File: config.mk
export PLATFORM = sky130hd
export DESIGN_NAME = tou_timer_unit
export DESIGN_NICKNAME = d
export VERILOG_FILES = /design/src/logic/tou_pkg.sv /design/src/logic/tou_edge_detect.sv /design/src/logic/tou_prescaler.sv /design/src/logic/tou_timer_unit.sv
export VERILOG_INCLUDE_DIRS = /design/src /design/src/logic
export SDC_FILE = /design/constraint.sdc
export NUM_CORES = 1
export LEC_CHECK = 0
export ABC_CLOCK_PERIOD_IN_PS = 3800
export BUFFER_PORTS_ARGS = -buffer_cell sky130_fd_sc_hd__buf_4
export CAP_MARGIN = 0
export CORE_MARGIN = 2
export CORE_UTILIZATION = 45
export DETAILED_ROUTE_END_ITERATION = 10
export HOLD_SLACK_MARGIN = 0.12
export PLACE_DENSITY = 0.76
export SETUP_SLACK_MARGIN = 0.2
export SLEW_MARGIN = 20
export SYNTH_ARGS = -nofsm -noshare
export SYNTH_HDL_FRONTEND = slang
export SYNTH_HIERARCHICAL = 1
export SYNTH_SLANG_ARGS = --single-unit
File: constraint.sdc
create_clock -name clock -period 3.8 [get_ports clock]
set_clock_uncertainty 0.1 [all_clocks]
set_input_delay 0.57 -clock clock [delete_from_list [all_inputs] [get_ports clock]]
set_output_delay 0.57 -clock clock [all_outputs]
set_load 0.01 [all_outputs]
File: src/logic/tou_params.svh
// offsets, field positions, reset values and timing counts of the timer overflow unit
`ifndef TOU_PARAMS_SVH
`define TOU_PARAMS_SVH
`define TOU_ADDR_W 8
`define TOU_OFF_COUNT 8'h01
`define TOU_OFF_OPTION 8'h81
`define TOU_OFF_IRQ_CTRL_B0 8'h0B
`define TOU_OFF_IRQ_CTRL_B1 8'h8B
`define TOU_BIT_GIE 7
`define TOU_BIT_PERIPHERAL_IRQ_ENABLE 6
`define TOU_BIT_OVF_EN 5
`define TOU_BIT_EXT_EN 4
`define TOU_BIT_PORT_EN 3
`define TOU_BIT_OVF_FLAG 2
`define TOU_BIT_EXT_FLAG 1
`define TOU_BIT_PORT_FLAG 0
`define TOU_BIT_SRC_SEL 5
`define TOU_BIT_EDGE_SEL 4
`define TOU_BIT_PSA 3
`define TOU_PS_LSB 0
`define TOU_PS_W 3
`define TOU_OPTION_RESET 8'hFF
`define TOU_IRQ_CTRL_RESET 8'h00
`define TOU_COUNT_RESET 8'h00
`define TOU_OSC_PER_INSTR 4
`define TOU_WRITE_HOLD_CYCLES 2
`endif

File: src/logic/tou_pkg.sv
// shared types of the timer overflow unit
package tou_pkg;
  typedef logic [7:0] tou_byte_t;
  typedef logic [2:0] tou_ps_sel_t;
  typedef enum logic [1:0] {
    TOU_RUN = 2'b00,
    TOU_HOLD1 = 2'b01,
    TOU_HOLD2 = 2'b10
  } tou_hold_e;
endpackage

File: src/logic/tou_edge_detect.sv
// edge detector for the external count pin with selectable polarity
`timescale 1ns/100ps
`include "tou_params.svh"
module tou_edge_detect (
  // clock and reset
  input wire logic clock,
  input wire logic srst,
  // pin and selection
  input wire logic pin_in,
  input wire logic falling_sel,
  input wire logic enable,
  // result
  output logic edge_pulse
);
  logic prev_reg;
  logic prev_next;
  always_comb begin
    prev_next = pin_in;
  end
  always_ff @(posedge clock) begin
    if (srst) begin
      // track the pin in reset so release never shows a false edge
      prev_reg <= pin_in;
    end else begin
      prev_reg <= prev_next;
    end
  end
  assign edge_pulse = enable & (falling_sel ? (prev_reg & ~pin_in) : (~prev_reg & pin_in));
endmodule

File: src/logic/tou_prescaler.sv
// shared prescaler, divides a tick stream by a power of two
`timescale 1ns/100ps
`include "tou_params.svh"
module tou_prescaler #(
  parameter int WIDTH = 8
) (
  // clock and reset
  input wire logic clock,
  input wire logic srst,
  // control
  input wire logic tick_in,
  input wire logic clear,
  input wire tou_pkg::tou_ps_sel_t ratio_sel,
  // divided tick
  output logic tick_out
);
  import tou_pkg::*;
  logic [WIDTH-1:0] cnt_reg;
  logic [WIDTH-1:0] cnt_next;
  logic [WIDTH-1:0] mask;
  // ratio is two to the field plus one
  always_comb begin
    mask = WIDTH'((9'h002 << ratio_sel) - 9'h001);
    cnt_next = cnt_reg;
    tick_out = 1'b0;
    if (clear) begin
      cnt_next = '0;
    end else if (tick_in) begin
      if ((cnt_reg & mask) == mask) begin
        cnt_next = '0;
        tick_out = 1'b1;
      end else begin
        cnt_next = cnt_reg + WIDTH'(1);
      end
    end
  end
  // internal count has no bus path
  always_ff @(posedge clock) begin
    if (srst) begin
      cnt_reg <= '0;
    end else begin
      cnt_reg <= cnt_next;
    end
  end
endmodule

File: src/logic/tou_timer_unit.sv
// 8-bit timer/counter with overflow flag and interrupt control register
//
// Functional notes
// - source select clear counts instruction cycles
// - counter write blocks counting two cycles
// - source select set counts external pin
// - edge select: clear rising, set falling
// - prescaler serves counter or watchdog only
// - prescaler count never visible nor writable
// - counter prescale ratios 1:2 through 1:256
// - wrap FFh to 00h sets overflow flag
// - no overflow request while enable clear
// - timer stops during sleep
// - 8-bit counter, internal or pin source
// - control register layout and reset values
// - port change flag zero means no change
// - control register mirrored in both banks
//
// Local design decision: the address-and-strobe port.
`timescale 1ns/100ps
`include "tou_params.svh"
module tou_timer_unit (
  // clock and reset
  input wire logic clock,
  input wire logic srst,
  input wire logic power_on_rst,
  // register port
  input wire logic [`TOU_ADDR_W-1:0] addr,
  input wire tou_pkg::tou_byte_t wdata,
  input wire logic wr_en,
  input wire logic rd_en,
  output tou_pkg::tou_byte_t rdata,
  // external events
  input wire logic ext_count_pin,
  input wire logic ext_pin_event,
  input wire logic port_change_event,
  input wire logic sleep_mode,
  // watchdog side
  input wire logic wdt_tick,
  output logic wdt_ps_tick,
  // core interrupt
  output logic irq_request
);
  import tou_pkg::*;

  logic [1:0] qdiv_reg;
  logic [1:0] qdiv_next;
  tou_byte_t count_reg;
  tou_byte_t count_next;
  tou_byte_t option_reg;
  tou_byte_t option_next;
  tou_byte_t irq_control_reg;
  tou_byte_t irq_control_next;
  tou_hold_e hold_reg;
  tou_hold_e hold_next;
  tou_byte_t rdata_reg;
  tou_byte_t rdata_next;
  logic irq_reg;
  logic irq_next;
  logic wdt_tick_reg;
  logic instr_tick;
  logic pin_edge;
  logic src_tick;
  logic ps_in;
  logic ps_out;
  logic count_tick;
  logic wr_count;
  logic wr_option;
  logic wr_irq;
  logic count_source_sel;
  logic source_edge_sel;
  logic prescaler_assign;
  logic overflow;

  function automatic logic is_irq_ctrl(input logic [`TOU_ADDR_W-1:0] a);
    // same register at both bank addresses
    return (a == `TOU_OFF_IRQ_CTRL_B0) || (a == `TOU_OFF_IRQ_CTRL_B1);
  endfunction

  assign count_source_sel = option_reg[`TOU_BIT_SRC_SEL];
  assign source_edge_sel = option_reg[`TOU_BIT_EDGE_SEL];
  assign prescaler_assign = option_reg[`TOU_BIT_PSA];
  assign wr_count = wr_en && (addr == `TOU_OFF_COUNT);
  assign wr_option = wr_en && (addr == `TOU_OFF_OPTION);
  assign wr_irq = wr_en && is_irq_ctrl(addr);

  // instruction cycle enable: oscillator divided by four
  always_comb begin
    qdiv_next = qdiv_reg + 2'h1;
  end
  assign instr_tick = (qdiv_reg == 2'(`TOU_OSC_PER_INSTR - 1));

  always_ff @(posedge clock) begin
    if (srst) begin
      qdiv_reg <= 2'h0;
    end else begin
      qdiv_reg <= qdiv_next;
    end
  end

  tou_edge_detect u_edge (
    .clock(clock),
    .srst(srst),
    .pin_in(ext_count_pin),
    .falling_sel(source_edge_sel),
    .enable(~sleep_mode),
    .edge_pulse(pin_edge)
  );

  assign src_tick = count_source_sel ? pin_edge : (instr_tick & ~sleep_mode);
  assign ps_in = prescaler_assign ? wdt_tick : src_tick;

  tou_prescaler #(
    .WIDTH(8)
  ) u_ps (
    .clock(clock),
    .srst(srst),
    .tick_in(ps_in),
    .clear(wr_count & ~prescaler_assign),
    .ratio_sel(option_reg[`TOU_PS_LSB +: `TOU_PS_W]),
    .tick_out(ps_out)
  );

  // bypass when prescaler belongs to watchdog
  assign count_tick = prescaler_assign ? src_tick : ps_out;

  // write hold sequencer, counts instruction cycles
  always_comb begin
    hold_next = hold_reg;
    if (wr_count) begin
      hold_next = TOU_HOLD2;
    end else if (instr_tick) begin
      unique case (hold_reg)
        TOU_RUN: hold_next = TOU_RUN;
        TOU_HOLD2: hold_next = TOU_HOLD1;
        TOU_HOLD1: hold_next = TOU_RUN;
        default: hold_next = TOU_RUN;
      endcase
    end
  end

  // counter and overflow detection
  always_comb begin
    count_next = count_reg;
    overflow = 1'b0;
    if (wr_count) begin
      count_next = wdata;
    end else if (count_tick && hold_reg == TOU_RUN && !sleep_mode) begin
      count_next = count_reg + 8'h01;
      overflow = (count_reg == 8'hFF);
    end
  end

  always_comb begin
    option_next = wr_option ? wdata : option_reg;
  end

  // interrupt control register
  always_comb begin
    irq_control_next = irq_control_reg;
    if (wr_irq) begin
      irq_control_next = wdata;
    end
    // set wins over a clearing write
    if (overflow) begin
      irq_control_next[`TOU_BIT_OVF_FLAG] = 1'b1;
    end
    if (ext_pin_event) begin
      irq_control_next[`TOU_BIT_EXT_FLAG] = 1'b1;
    end
    // flag stays zero without a port change or a software write of one
    if (port_change_event) begin
      irq_control_next[`TOU_BIT_PORT_FLAG] = 1'b1;
    end
  end

  // request gated by global and matching enables
  always_comb begin
    irq_next = irq_control_reg[`TOU_BIT_GIE] & (
      (irq_control_reg[`TOU_BIT_OVF_EN] & irq_control_reg[`TOU_BIT_OVF_FLAG]) |
      (irq_control_reg[`TOU_BIT_EXT_EN] & irq_control_reg[`TOU_BIT_EXT_FLAG]) |
      (irq_control_reg[`TOU_BIT_PORT_EN] & irq_control_reg[`TOU_BIT_PORT_FLAG]));
  end

  // read mux; unmapped addresses read zero
  always_comb begin
    rdata_next = 8'h00;
    if (rd_en) begin
      if (addr == `TOU_OFF_COUNT) begin
        rdata_next = count_reg;
      end else if (addr == `TOU_OFF_OPTION) begin
        rdata_next = option_reg;
      end else if (is_irq_ctrl(addr)) begin
        rdata_next = irq_control_reg;
      end
    end
  end

  always_ff @(posedge clock) begin
    if (srst) begin
      count_reg <= `TOU_COUNT_RESET;
      option_reg <= `TOU_OPTION_RESET;
      hold_reg <= TOU_RUN;
      rdata_reg <= 8'h00;
      irq_reg <= 1'b0;
      wdt_tick_reg <= 1'b0;
    end else begin
      count_reg <= count_next;
      option_reg <= option_next;
      hold_reg <= hold_next;
      rdata_reg <= rdata_next;
      irq_reg <= irq_next;
      wdt_tick_reg <= prescaler_assign ? ps_out : wdt_tick;
    end
  end

  // reset clears all but port change flag, kept on warm reset
  always_ff @(posedge clock) begin
    if (srst) begin
      irq_control_reg[7:1] <= 7'(`TOU_IRQ_CTRL_RESET >> 1);
      if (power_on_rst) begin
        irq_control_reg[0] <= 1'(`TOU_IRQ_CTRL_RESET);
      end
    end else begin
      irq_control_reg <= irq_control_next;
    end
  end

  assign rdata = rdata_reg;
  assign irq_request = irq_reg;
  assign wdt_ps_tick = wdt_tick_reg;
endmodule

==> metrics.md <==
| Metric | Value |
|---|---|
| I/O Buffers | 35 |
| Maximum vdd drop | 0.219 mV |
| Clock Power Share | a little over a third |
| # Max-Cap Violations | 0 |
| Die Width | between 70 and 80 um |
| Area grow syn2layout | 17.7% |
| Ys async rst share | 0% |
| Final setup vio count | 0 |
| Ys flop type | dfxtp_1 |
| Sw Ratio | between 20% and 30% |
| Seq cells post-synth | 47 |
| Gpl congestion | approximately 0.84 |
| Clock root cell | clkbuf_8 |
| CTS tree | built |
| Combinational share of power | under 10% |
| Fmax | slightly above 0.3 GHz |
| Worst Hold Launch | ext_count_pin |
| Yosys warnings | 6 |
| Leak | approximately 1.1 nW |
| # resized after CTS | 0 |
| Vias per Instance | between 5 and 6 |
| DR WL/cell | roughly 15 um |
| Drt pass-1 iters | 4 |
| Worst path slowest cell | or4_1 |
| Area share of the largest cell type after synthesis | roughly two fifths |
| Critical path class | reg -> reg |
| Initial antenna violation count | 0 |
| Total power draw | a little under 0.0009 W |
| Uppermost layer routed | met4 |
| NumNets Final | 318 |
| CTS Buf Count | 5 |
| Post-route minimum period | ~3200 ps |
| Post-synthesis cell count | ~250 |
| WL final | roughly 5300 um |
| M1 WL | between 2000 and 3000 um |
| Clock Latency Late Sink | just over 300 ps |
| Vias in the first global route | 1837 |
| Post-CTS Setup Bufs | 0 |
| All-layer global routing usage | 18.9% |
| H-tree levels | 2 |
| Initial Util | between 40% and 50% |
| Vias | 2010 |
| Switching pwr | roughly 0.00023 W |
| Worst-path clk slew | 100 ps |
| Crit start category | register |
| I/O pin count | 36 |
| Synth Net Count | about 280 |
| CP required | slightly below 4000 ps |
| Critical Path Fanout Max | 10 |
| Worst setup EP type | register |
| Distinct cells, synth | 51 |
| Antenna Nets Post-Route | 0 |
| Setup_tns | 0 ps |
| Mean Syn Cell Area | ~9.4 sq um |
| Slew margin rel. | ~44% |
| Core Region | about 5100 sq um |
| Mapped Area | ~2400 sq um |
| Fill cells | 480 |
| Die Y | between 70 and 80 um |
| Arr. time, crit path | around 3300 ps |
| CTS sink count | 47 |
| Final Max Slew Viols | 0 |
| Post-synthesis sequential area ratio | between 30% and 40% |
| Num rows | 26 |
| Final Core Density | between 50% and 60% |
| Post-CTS Hold Fix Bufs | 0 |
| PwrDens | between 300 and 400 nW/um^2 |
| DR WL met2 | 2270 um |
| Type of the worst min-delay path | in -> reg |
| RR Startpoint | option_reg[2] |
| DRC | 0 |
| Synth top area cells | dfxtp_1 (39%), mux2i_1 (7.6%), nor2_1 (4.9%) |
| Sequential share of power | 56.9% |
| Worst Setup SP | option_reg[2] |
| RSZ-0062 raised after global routing | false |
| Met3 WL | a little over 300 um |
| Max clock buf depth | 2 |
| Pint | around 0.00067 W |
| Layout cells sized above 1 | a little over a fifth |
| Gr ovfl total | 0 |
| DR iter-0 viols | between 60 and 70 |
| Slew @ Worst Pin | roughly 840 ps |
| N_diodes | 0 |
| First-pass GRT wire length | approximately 9000 um |
| Cell taking the most area after synthesis | dfxtp_1 |
| Final Hold Viols | 0 |
| Total Die Area | approximately 5900 sq um |
| Outcome | finished clean |
| Cell Chain, Critical Path | or3_4, ha_1, o211ai_1, a31o_1, a41oi_2, buf_4, and3b_1, o21ai_1, or4_1, a311oi_1 |
| Largest net degree at the start of global routing | 42 |
| DP Wirelength | around 3800 um |
| Final period util | a little over four fifths |
| Post-synth EDFFs | 1 |
| CP peak stage delay | 520 ps |
## metal layers
layer | vias up | global-route usage [%]
met3 | 5 | 4.24
met2 | 50 | 28.1
met4 | 0 | 6.55
li1 | 1018 | -
met5 | - | 0
met1 | 937 | 26.8
## critical path: cells and delay by family, from the launching register on
kind                     cells  cell delay (ps)
AO/OA/AOI/OAI                5              950
adder cells (fa/ha/maj)      1              290
flip-flops                   1              420
AND/OR/NAND/NOR              3             1190
buffers and inverters        1              180
## per-stage QoR
step                instances  setup WS [ps]  instance area (sq um)  hold WS, ps
floorplan                 253            769                   2380          299
global placement          351            586                   2710          309
detailed placement        351            405                   2710          316
CTS                       359            560                   2800          266
global route              359            282                   2800          261
finish                    359            583                   2800          267
## power groups by stage
stage	clock network (W)	logic (W)	registers (W)
6_report	0.000320	0.0000655	0.000509
5_1_grt	0.000347	0.0000728	0.000510
4_1_cts	0.000326	0.0000659	0.000509
3_5_place_dp	0	0.0000657	0.000521
3_3_place_gp	0	0.0000648	0.000521
2_1_floorplan	0	0.0000324	0.000518
## cell families after synthesis
kind of cell | count (synthesis) | synth area share [%]
muxes | 18 | 7.57
and+or+nand+nor | 110 | 27.5
buffers and inverters | 17 | 3.36
adders and majority gates | 4 | 2.10
DFF | 47 | 39.9
AOI/OAI and AO/OA | 49 | 16.6
xor gates and xnor gates | 8 | 2.94
## final cells by class
class                      count  area [sq um]  area share [%]
inverter                       5          18.8           0.670
timing repair buffer          40           300            10.7
tap                           70          87.6            3.13
clock inverter                 3          25.0           0.893
multi-input combinational    189          1350            48.2
clock buffer                   5          68.8            2.46
sequential                    47           951            33.9
## Yosys cell counts, types with 6 or more instances
| cell | count |
|---|---|
| nand2_1 | 12 |
| a22oi_1 | 8 |
| a2111oi_1 | 6 |
| a311oi_1 | 8 |
| nand2b_1 | 18 |
| o21ai_0 | 6 |
| nor2_1 | 31 |
| nor3_1 | 9 |
| dfxtp_1 | 46 |
| mux2i_1 | 18 |
## worst paths after layout
path | endpoint | slack, ps | depth (start not counted)
worst max-delay path | count_reg[7] | 580 | 10
worst min-delay path | u_edge/prev_reg | 270 | 1
worst max register to register | count_reg[7] | 580 | 10
worst min register to register | qdiv_reg[0] | 330 | 1
## layout by cell type, fill, tap and decap left out, drive strengths merged, types with 2 or more instances in the layout
cell / netlist / routed
o211ai: 2 / 2
nand3: 4 / 4
and3b: 2 / 2
nand2b: 18 / 18
xor2: 3 / 3
ha: 4 / 4
o31ai: 5 / 5
or4: 5 / 5
clkbuf: 5 / 5
o21ai: 8 / 8
buf: 7 / 40
xnor2: 5 / 5
inv: 5 / 7
nor3: 12 / 12
nor2: 31 / 31
nand4: 6 / 6
nand4b: 2 / 2
a311oi: 8 / 8
nor3b: 3 / 3
mux2i: 18 / 18
a21oi: 4 / 4
nand3b: 3 / 3
a22oi: 9 / 9
or3: 3 / 3
a2111oi: 7 / 7
dfxtp: 46 / 46
nand4bb: 2 / 2
nand2: 12 / 12
Note: power is estimated with default switching activity, not from simulation.
